## config.mk

```make
export PLATFORM = sky130hd
export DESIGN_NAME = aavg_top
export DESIGN_NICKNAME = d
export VERILOG_FILES = /design/src/verilog/aavg_top.v
export VERILOG_INCLUDE_DIRS = /design/src /design/src/verilog
export SDC_FILE = /design/constraint.sdc
export NUM_CORES = 1
export LEC_CHECK = 0
export ABC_AREA = 1
export BUFFER_PORTS_ARGS = -buffer_cell sky130_fd_sc_hd__buf_2
export CORE_ASPECT_RATIO = 1.4
export CORE_UTILIZATION = 60
export CTS_CLUSTER_SIZE = 30
export DETAILED_ROUTE_END_ITERATION = 10
export GPL_ROUTABILITY_DRIVEN = 1
export GPL_TIMING_DRIVEN = 1
export PLACE_DENSITY = 0.88
export SYNTH_ARGS = -nofsm -noshare
export SYNTH_HDL_FRONTEND = slang
export SYNTH_SLANG_ARGS = --single-unit
```

## constraint.sdc

```tcl
create_clock -name aclk -period 4.13 [get_ports aclk]
set_clock_uncertainty 0.1 [all_clocks]
set_input_delay 0.6195 -clock aclk [delete_from_list [all_inputs] [get_ports aclk]]
set_output_delay 0.6195 -clock aclk [all_outputs]
set_load 0.005 [all_outputs]
```

## src/verilog/aavg_consts.vh

```
// Register map, field layout and sizes of the averaging and input-select block
`ifndef AAVG_CONSTS_VH
`define AAVG_CONSTS_VH

`define AAVG_OFF_INITIATE 12'h028
`define AAVG_OFF_AVG_CTRL 12'h030
`define AAVG_OFF_SEL0 12'h040
`define AAVG_OFF_SEQ0_CTRL 12'h044
`define AAVG_OFF_STATUS 12'h050

`define AAVG_AVG_MASK 32'h00000007
`define AAVG_SEL0_MASK 32'h33333333
`define AAVG_CTRL_MASK 32'h33333333
`define AAVG_AVG_RESET 3'h0
`define AAVG_SEL0_RESET 32'h00000000
`define AAVG_CTRL_RESET 32'h00000000

`define AAVG_DIFF_BIT 0
`define AAVG_END_BIT 1
`define AAVG_NUM_SAMPLES 8
`define AAVG_SAMPLE_W 10
`define AAVG_ACC_W 16

`define AAVG_RESP_OKAY 2'h0
`define AAVG_RESP_SLVERR 2'h2

`endif

```

## src/verilog/aavg_top.v

```verilog
// Sequencer 0 input select and power-of-two hardware averaging with AXI4-Lite registers
//
// Chosen here: register access over AXI4-Lite.
`timescale 1ns/1ps
`default_nettype none
`include "aavg_consts.vh"

// Function
// - Each result pushed to the FIFO is the mean of 2^exponent consecutive conversions.
// - An exponent of zero forwards each single conversion unchanged.
// - An exponent of six averages sixty-four conversions into one result.
// - The exponent is a 3-bit read/write field at bits 2:0 of the averaging register, reset 0.
// - Reserved bits are not writable and read back as zero; software preserves them.
// - The input-select register holds eight 2-bit fields, sample n at bits 4n+1:4n.
// - Each sample of a run routes the input numbered by its field to the converter.
// - Samples after the one with its last-sample flag set are never converted.
// - With the differential bit set, the field is pair i and inputs 2i, 2i+1 are used.
module aavg_top
(
    input wire aclk,
    input wire aresetn,
    input wire [11:0] s_axi_awaddr,
    input wire s_axi_awvalid,
    output wire s_axi_awready,
    input wire [31:0] s_axi_wdata,
    input wire [3:0] s_axi_wstrb,
    input wire s_axi_wvalid,
    output wire s_axi_wready,
    output reg [1:0] s_axi_bresp,
    output reg s_axi_bvalid,
    input wire s_axi_bready,
    input wire [11:0] s_axi_araddr,
    input wire s_axi_arvalid,
    output wire s_axi_arready,
    output reg [31:0] s_axi_rdata,
    output reg [1:0] s_axi_rresp,
    output reg s_axi_rvalid,
    input wire s_axi_rready,
    output reg conv_req,
    output reg [1:0] conv_input_sel,
    output reg conv_diff,
    input wire conv_done,
    input wire [9:0] conv_data,
    output wire res_valid,
    input wire res_ready,
    output wire [9:0] res_data
);

    localparam [3:0] ST_IDLE = 4'h1;
    localparam [3:0] ST_CONV = 4'h2;
    localparam [3:0] ST_PUSH = 4'h4;
    localparam [3:0] ST_NEXT = 4'h8;

    // ****************************************
    // Register file
    // ****************************************
    reg [2:0] averaging_exponent_r;
    reg [31:0] sel0_r;
    reg [31:0] seq0_ctrl_r;
    reg aw_got_r;
    reg w_got_r;
    reg [11:0] awaddr_r;
    reg [31:0] wdata_r;
    reg [3:0] wstrb_r;
    reg start_r;
    wire [31:0] strb_mask;
    wire do_write;
    wire wr_hit;
    reg [31:0] rd_val;
    reg rd_hit;
    reg [3:0] state_r;
    reg [2:0] sample_r;

    assign s_axi_awready = !aw_got_r && !s_axi_bvalid;
    assign s_axi_wready = !w_got_r && !s_axi_bvalid;
    assign s_axi_arready = !s_axi_rvalid;
    assign do_write = aw_got_r && w_got_r && !s_axi_bvalid;
    assign strb_mask = {{8{wstrb_r[3]}}, {8{wstrb_r[2]}}, {8{wstrb_r[1]}}, {8{wstrb_r[0]}}};
    assign wr_hit = (awaddr_r == `AAVG_OFF_INITIATE) || (awaddr_r == `AAVG_OFF_AVG_CTRL) ||
                    (awaddr_r == `AAVG_OFF_SEL0) || (awaddr_r == `AAVG_OFF_SEQ0_CTRL) ||
                    (awaddr_r == `AAVG_OFF_STATUS);

    // Address and data may arrive in either order
    always @(posedge aclk)
    begin
        if (!aresetn)
        begin
            aw_got_r <= 1'b0;
            w_got_r <= 1'b0;
            awaddr_r <= 12'h000;
            wdata_r <= 32'h00000000;
            wstrb_r <= 4'h0;
            s_axi_bvalid <= 1'b0;
            s_axi_bresp <= `AAVG_RESP_OKAY;
        end
        else
        begin
            if (s_axi_awvalid && s_axi_awready)
            begin
                aw_got_r <= 1'b1;
                awaddr_r <= {s_axi_awaddr[11:2], 2'b00};
            end
            if (s_axi_wvalid && s_axi_wready)
            begin
                w_got_r <= 1'b1;
                wdata_r <= s_axi_wdata;
                wstrb_r <= s_axi_wstrb;
            end
            if (do_write)
            begin
                aw_got_r <= 1'b0;
                w_got_r <= 1'b0;
                s_axi_bvalid <= 1'b1;
                s_axi_bresp <= wr_hit ? `AAVG_RESP_OKAY : `AAVG_RESP_SLVERR;
            end
            else if (s_axi_bvalid && s_axi_bready)
                s_axi_bvalid <= 1'b0;
        end
    end

    // Reserved bits are masked off on write so they stay zero
    always @(posedge aclk)
    begin
        if (!aresetn)
        begin
            averaging_exponent_r <= `AAVG_AVG_RESET;
            sel0_r <= `AAVG_SEL0_RESET;
            seq0_ctrl_r <= `AAVG_CTRL_RESET;
            start_r <= 1'b0;
        end
        else
        begin
            start_r <= do_write && (awaddr_r == `AAVG_OFF_INITIATE) && wstrb_r[0] && wdata_r[0];
            if (do_write && awaddr_r == `AAVG_OFF_AVG_CTRL && wstrb_r[0])
            begin
                averaging_exponent_r <= wdata_r[2:0];
            end
            if (do_write && awaddr_r == `AAVG_OFF_SEL0)
            begin
                sel0_r <= ((wdata_r & strb_mask) | (sel0_r & ~strb_mask)) & `AAVG_SEL0_MASK;
            end
            if (do_write && awaddr_r == `AAVG_OFF_SEQ0_CTRL)
            begin
                seq0_ctrl_r <= ((wdata_r & strb_mask) | (seq0_ctrl_r & ~strb_mask)) & `AAVG_CTRL_MASK;
            end
        end
    end

    always @*
    begin
        rd_val = 32'h00000000;
        rd_hit = 1'b1;
        case ({s_axi_araddr[11:2], 2'b00})
            `AAVG_OFF_INITIATE: rd_val = 32'h00000000;
            `AAVG_OFF_AVG_CTRL: rd_val = {29'h0000000, averaging_exponent_r};
            `AAVG_OFF_SEL0: rd_val = sel0_r;
            `AAVG_OFF_SEQ0_CTRL: rd_val = seq0_ctrl_r;
            `AAVG_OFF_STATUS: rd_val = {25'h0000000, sample_r, state_r == ST_IDLE ? 1'b0 : 1'b1,
                                        3'h0};
            default: rd_hit = 1'b0;
        endcase
    end

    always @(posedge aclk)
    begin
        if (!aresetn)
        begin
            s_axi_rvalid <= 1'b0;
            s_axi_rdata <= 32'h00000000;
            s_axi_rresp <= `AAVG_RESP_OKAY;
        end
        else if (s_axi_arvalid && s_axi_arready)
        begin
            s_axi_rvalid <= 1'b1;
            s_axi_rdata <= rd_val;
            s_axi_rresp <= rd_hit ? `AAVG_RESP_OKAY : `AAVG_RESP_SLVERR;
        end
        else if (s_axi_rvalid && s_axi_rready)
            s_axi_rvalid <= 1'b0;
    end

    // ****************************************
    // Per-sample field extraction
    // ****************************************
    wire [1:0] input_sel_sample [0:7];
    wire [7:0] end_flag;
    wire [7:0] diff_flag;
    genvar gi;
    generate
        for (gi = 0; gi < `AAVG_NUM_SAMPLES; gi = gi + 1)
        begin : g_fld
            assign input_sel_sample[gi] = sel0_r[4*gi+1:4*gi];
            assign end_flag[gi] = seq0_ctrl_r[4*gi+`AAVG_END_BIT];
            assign diff_flag[gi] = seq0_ctrl_r[4*gi+`AAVG_DIFF_BIT];
        end
    endgenerate

    // ****************************************
    // Sequencer and averager
    // ****************************************
    reg [2:0] avg_lat_r;
    reg [`AAVG_ACC_W-1:0] acc_r;
    reg [6:0] cnt_r;
    reg [9:0] avg_out_r;
    wire [6:0] cnt_last;
    wire [`AAVG_ACC_W-1:0] acc_sum;
    wire [`AAVG_ACC_W-1:0] acc_shift;
    wire buf_in_ready;
    wire buf_in_valid;

    // Exponent is latched per run; seven is not guarded and its 128-sample sum can overflow the 16-bit accumulator
    assign cnt_last = (7'h01 << avg_lat_r) - 7'h01;
    assign acc_sum = acc_r + {6'h00, conv_data};
    assign acc_shift = acc_sum >> avg_lat_r;
    assign buf_in_valid = (state_r == ST_PUSH);

    always @(posedge aclk)
    begin
        if (!aresetn)
        begin
            state_r <= ST_IDLE;
            sample_r <= 3'h0;
            avg_lat_r <= 3'h0;
            acc_r <= 16'h0000;
            cnt_r <= 7'h00;
            avg_out_r <= 10'h000;
            conv_req <= 1'b0;
            conv_input_sel <= 2'h0;
            conv_diff <= 1'b0;
        end
        else
        begin
            case (state_r)
                ST_IDLE:
                begin
                    if (start_r)
                    begin
                        avg_lat_r <= averaging_exponent_r;
                        sample_r <= 3'h0;
                        acc_r <= 16'h0000;
                        cnt_r <= 7'h00;
                        conv_req <= 1'b1;
                        conv_input_sel <= input_sel_sample[0];
                        conv_diff <= diff_flag[0];
                        state_r <= ST_CONV;
                    end
                end
                ST_CONV:
                begin
                    if (conv_done)
                    begin
                        acc_r <= acc_sum;
                        cnt_r <= cnt_r + 7'h01;
                        if (cnt_r == cnt_last)
                        begin
                            conv_req <= 1'b0;
                            avg_out_r <= acc_shift[9:0];
                            state_r <= ST_PUSH;
                        end
                    end
                end
                ST_PUSH:
                begin
                    // Holding here stalls new conversions while the buffer is full
                    if (buf_in_ready)
                        state_r <= ST_NEXT;
                end
                ST_NEXT:
                begin
                    acc_r <= 16'h0000;
                    cnt_r <= 7'h00;
                    if (end_flag[sample_r] || sample_r == 3'h7)
                    begin
                        state_r <= ST_IDLE;
                    end
                    else
                    begin
                        sample_r <= sample_r + 3'h1;
                        conv_req <= 1'b1;
                        conv_input_sel <= input_sel_sample[sample_r + 3'h1];
                        conv_diff <= diff_flag[sample_r + 3'h1];
                        state_r <= ST_CONV;
                    end
                end
                default:
                begin
                    state_r <= ST_IDLE;
                    conv_req <= 1'b0;
                end
            endcase
        end
    end

    // ****************************************
    // Two-entry result buffer
    // ****************************************
    reg [9:0] buf_mem_r [0:1];
    reg buf_wp_r;
    reg buf_rp_r;
    reg [1:0] buf_cnt_r;
    wire buf_push;
    wire buf_pop;

    assign buf_in_ready = (buf_cnt_r != 2'h2);
    assign res_valid = (buf_cnt_r != 2'h0);
    assign res_data = buf_mem_r[buf_rp_r];
    assign buf_push = buf_in_valid && buf_in_ready;
    assign buf_pop = res_valid && res_ready;

    always @(posedge aclk)
    begin
        if (!aresetn)
        begin
            buf_wp_r <= 1'b0;
            buf_rp_r <= 1'b0;
            buf_cnt_r <= 2'h0;
            buf_mem_r[0] <= 10'h000;
            buf_mem_r[1] <= 10'h000;
        end
        else
        begin
            if (buf_push)
            begin
                buf_mem_r[buf_wp_r] <= avg_out_r;
                buf_wp_r <= ~buf_wp_r;
            end
            if (buf_pop)
                buf_rp_r <= ~buf_rp_r;
            if (buf_push && !buf_pop)
                buf_cnt_r <= buf_cnt_r + 2'h1;
            else if (buf_pop && !buf_push)
                buf_cnt_r <= buf_cnt_r - 2'h1;
        end
    end

endmodule
`default_nettype wire

```

-- Word level (Yosys, flattened, before mapping)
Memory sizes are Yosys's and may differ from the RTL's. A register that Yosys moved wholly into a read port is not among the register bits.
Cells that the tools add are included.
- bits in registers: 171
- RAM bits: 20
- input port bits: 79
- word-level logic and storage cells: 170
- memories kept: 1
- memory list (memory ; words ; width ; rd ports ; clocked after Yosys merged registers in ; write ports ; line ; source):
    buf_mem_r ; 2 ; 10 ; 1 ; 1 ; 2 ; aavg_top.v:297 ; reg [9:0] buf_mem_r [0:1];
- $add $sub $neg: 6
- $lt $le $gt $ge: 3
- equal/unequal tests: 22
- shift operators: 2
- muxes and demuxes: 53
- bitwise logic cells: 11
- reduce and logical (&&, ||, !) cells: 46
- operators with widths (cell ; number):
    $pmux 30 s4 ; 1
    $and 30x30->30 ; 3
    $eq 10x5->1 const B ; 6
    $or 30x30->30 ; 2
    $pmux 16 s3 ; 1
    $eq 10x4->1 const B ; 4
    $mux 16 ; 2
    $not 30->30 ; 1
    $mux 1 ; 22
    $pmux 7 s3 ; 1
    $logic_and 1x1->1 ; 20
    $mux 2 ; 9
    $add 16x10->16 ; 1
    $mux 4 ; 4
    $pmux 4 s4 ; 1
    $shr 16x3->10 ; 1
    $mux 7 ; 2
    $ne 2x2->1 const B ; 6
    $mux 10 ; 1
    $reduce_bool 2->1 ; 5
    $reduce_or 10->1 ; 1
    $reduce_and 3->1 ; 3
    $lt 3x4->1 const B ; 2
    $add 7x1->7 const B ; 1
    other kinds (29) ; 43

-- Depth between registers and ports, before layout
- depth in word-level cells: 7
- mapped depth: 18
- depth with buffers taken out: 17

-- Worst setup path before layout
OpenSTA, ideal clock, no wires.
- path kind: input-to-reg
- start: in conv_data[0]
- end: reg avg_out_r[3]
- arrival time: 2218 ps
- required time: 3921 ps
- setup slack: 1703 ps
- cell stages on the path: 12
- cells stage by stage: ha_1 fa_1 nand3_1 nand3_1 xor2_1 or2_2 nand2_1 nand2_1 nand3_1 nand3_1 nand2_1 inv_1
- word-level cells in the longest chain between the ends: 2
- RTL lines (element ; line ; source):
    from (decl) ; aavg_top.v:43 ; input wire [9:0] conv_data,
    $add 16x10->16 ; aavg_top.v:213 ; assign acc_sum = acc_r + {6'h00, conv_data};
    $shr 16x3->10 ; aavg_top.v:214 ; assign acc_shift = acc_sum >> avg_lat_r;
    to (signal assigned) ; aavg_top.v:257 ; avg_out_r <= acc_shift[9:0];
    to (decl) ; aavg_top.v:204 ; reg [9:0] avg_out_r;
No other way between the ends.
A chain may end at the register's enable or synchronous reset.

-- Final worst setup path
- start: reg avg_lat_r[0]
- end: reg avg_out_r[8]
- word-level cells in the longest chain between the ends: 4
- RTL lines (element ; line ; source):
    from (decl) ; aavg_top.v:201 ; reg [2:0] avg_lat_r;
    from (signal assigned) ; aavg_top.v:238 ; avg_lat_r <= averaging_exponent_r;
    $shl 1x3->7 ; aavg_top.v:212 ; assign cnt_last = (7'h01 << avg_lat_r) - 7'h01;
    $sub 7x1->7 ; aavg_top.v:212 ;
    $eq 7x7->1 ; aavg_top.v:254 ; if (cnt_r == cnt_last)
    $reduce_and 3->1 (no line) ; n/a ;
Several ways; a longest one is shown, not always the timed one.

==> reports/metrics.cfg <==
[clock_tree]
cts_max_path_buffers=2
htree_levels=4
cts-root-buf=clkbuf_16
numClockSinks=164
clock_latency_ns=0.43
cts_tree=done
post_cts_resized=0
clk_pin_slew_worst_paths_ns=0.07
post_cts_buffers=0
cts_buffers=17
cts_hold_buf=0

[floorplan]
io_pins=135
std_cell_rows=50
coreArea_mm2=0.01358
die_w_um=102.3
dieHeight_um=142.4
die_area_mm2=0.01456
start_util=0.6221

[timing]
finalSetupViolCount=0
period_minus_slack_ns=3.010
finalHoldViolations=0
period_share=0.7288
maxSlewHeadroom=0.5128
tightest_slew_ns=0.7290
fin_tns_setup_ns=0
max_freq_mhz=332.2
slew_violations=0
rsz0062_at_grt=no
setup_ws_ns=1.120

[global_routing]
use_met2=0.5274
grt_max_degree=76
grt_use_met1=0.3053
busiest_layer=met2
gr-total-overflow=0
grt_pass1_wl_mm=33.37
grt_usage=0.2939
grt_pass1_vias=7590
met3_usage=0.04470
grt_antenna_before_repair=0

[drt]
drt_iter0_markers=461
drcViolationCount=0
post_drt_wl_per_cell_um=13.62
drtPass1Iterations=6
antenna_left=0
drt_wl_total_mm=20.43
vias_per_cell=5.457
num_vias=8186

[placed_design]
pre_cts_ws_ns=1.192
place_congestion=0.8925
io_buffers=100
dp.cells=1468
hpwl_mm=14.75

[synthesis]
synth_top_family_by_area=simple AND/OR/NAND/NOR gates
synth.avg_cell_area_um2=6.878
synth_top_area_cell=dfxtp_1
synth-seq-cells=164
synth-edff-count=20
synthArstFlopShare=0
muxShareOfSynthArea=0.01333
synth_seq_area_share=0.4124
synth_compound_area_frac=0.1581
yosysWarnings=0
synthCells=1228
synth-simple-area-share=0.2781
syn_area_mm2=0.008446
yosys_most_used_dff=dfxtp_1
synthXorXnorAreaFrac=0.009333
yosys.area.top_type_share=0.3413
yosysUniqueCellTypes=42
ys_top_cells_by_area=dfxtp_1 (34%), nand2_1 (12%), a21oi_1 (7.5%), edfxtp_1 (7.1%), nand3_1 (6.7%)
synthAdderAreaFrac=0.02459

[power_and_ir_drop]
clkPwrFrac=0.376
p_leak_uw=0.004111
power_frac_seq=0.418
power_density_mw_per_mm2=461.3
swShare=0.3173
p_comb_frac=0.206
power.switching_uw=1400
p_int_uw=3012
vdd_ir_drop_max_uv=433.7

[outcome]
status=completed

[critical_path]
crit_start=avg_lat_r[0]
arrival_ns=3.22
rrSetupSlack_ns=1.12
critPathKind=reg -> reg
path_max_fanout=18
cp-end-kind=flop
cp-start-kind=flop
crit_end=avg_out_r[8]
reg2reg_to=avg_out_r[8]
worst_r2r_path_depth=13
crit_required_ns=4.34
worstReg2RegStart=avg_lat_r[0]

[finish]
final_common_cell=nand2_1
antenna_cells=0
final_layout_size_suffix_gt1_frac=0.1222
syn2layout_area_growth_pct=13.26
fin_cells=1500
final_cell_mix=nand2_1 (267), inv_1 (147), dfxtp_1 (144)
nets=1400

[run]
timing.max_cap.violations=0

[hold_path]
hold_path_class=in -> reg

==> logic make-up after synthesis <==
kind of cell | after synthesis
other | 1
DFF | 164
AOI/OAI and AO/OA | 257
buffers and inverters | 213
and+or+nand+nor | 558
xor gates and xnor gates | 9
muxes | 10
adders and majority gates | 16
==> power groups by stage <==
stage | clock network, uW | logic, uW | registers [uW]
2_1_floorplan | 0 | 722 | 1820
3_3_place_gp | 0 | 876 | 1870
3_5_place_dp | 0 | 899 | 1880
4_1_cts | 1670 | 905 | 1840
5_1_grt | 1730 | 1030 | 1860
6_report | 1660 | 907 | 1850
==> Yosys cell counts (all sizes together), types with 8 or more instances <==
| library cell | n |
|---|---|
| nand2 | 268 |
| inv | 153 |
| dfxtp | 144 |
| nor2 | 140 |
| a21oi | 127 |
| nand3 | 113 |
| o21ai | 112 |
| buf | 29 |
| clkbuf | 29 |
| edfxtp | 20 |
| ha | 15 |
| nor3 | 13 |
| mux2 | 10 |
| nand4 | 9 |
| xor2 | 8 |
==> area by class of cell <==
type | count | area [um^2]
Fill cell | 1139 | 4010
Clock inverter | 15 | 192.7
Multi-Input combinational cell | 865 | 4139
Inverter | 155 | 581.8
Tap cell | 182 | 227.7
Timing Repair Buffer | 102 | 515.5
Clock buffer | 17 | 425.4
Sequential cell | 164 | 3483
==> layer usage <==
metal,wire length [um],vias to the layer above,share of wire
met4,1273,0,0.062
met2,10520,274,0.52
li1,-,4141,-
met1,7757,3669,0.38
met5,0,-,0
met3,875,102,0.043
==> worst min path at each step <==
stage	from	to	slack [ns]	cells after the start
5_1_grt	s_axi_wdata[20]	wdata_r[20]	0.33	3
3_3_place_gp	wdata_r[2]	averaging_exponent_r[2]	0.34	2
4_1_cts	s_axi_wdata[20]	wdata_r[20]	0.33	3
3_5_place_dp	wdata_r[2]	averaging_exponent_r[2]	0.35	2
2_1_floorplan	wdata_r[2]	averaging_exponent_r[2]	0.33	2
6_report	s_axi_wdata[21]	wdata_r[21]	0.34	3
==> worst max-delay path: stages, from the launching register on <==
cell	delay (ns)
dfxtp_1	0.63
inv_2	0.25
nor2_1	0.21
nand2_1	0.08
ha_1	0.29
xnor2_1	0.12
nor2_1	0.11
nand3_1	0.07
nor2_1	0.11
nand3_1	0.14
nor2_4	0.34
nand3_1	0.14
nor2_1	0.21
nor2_1	0.07
==> stage by stage <==
stage | util | hold WS, ns | total power, uW | cell area, um^2
detailed placement | 0.6591 | 0.3455 | 2777 | 8947
global route | 0.7046 | 0.3281 | 4631 | 9565
CTS | 0.7046 | 0.3298 | 4421 | 9565
floorplan | - | 0.3297 | 2546 | 8498
global placement | 0.6591 | 0.3410 | 2751 | 8947
finish | 0.7046 | 0.3372 | 4412 | 9565
(Power assumes the default switching activity.)
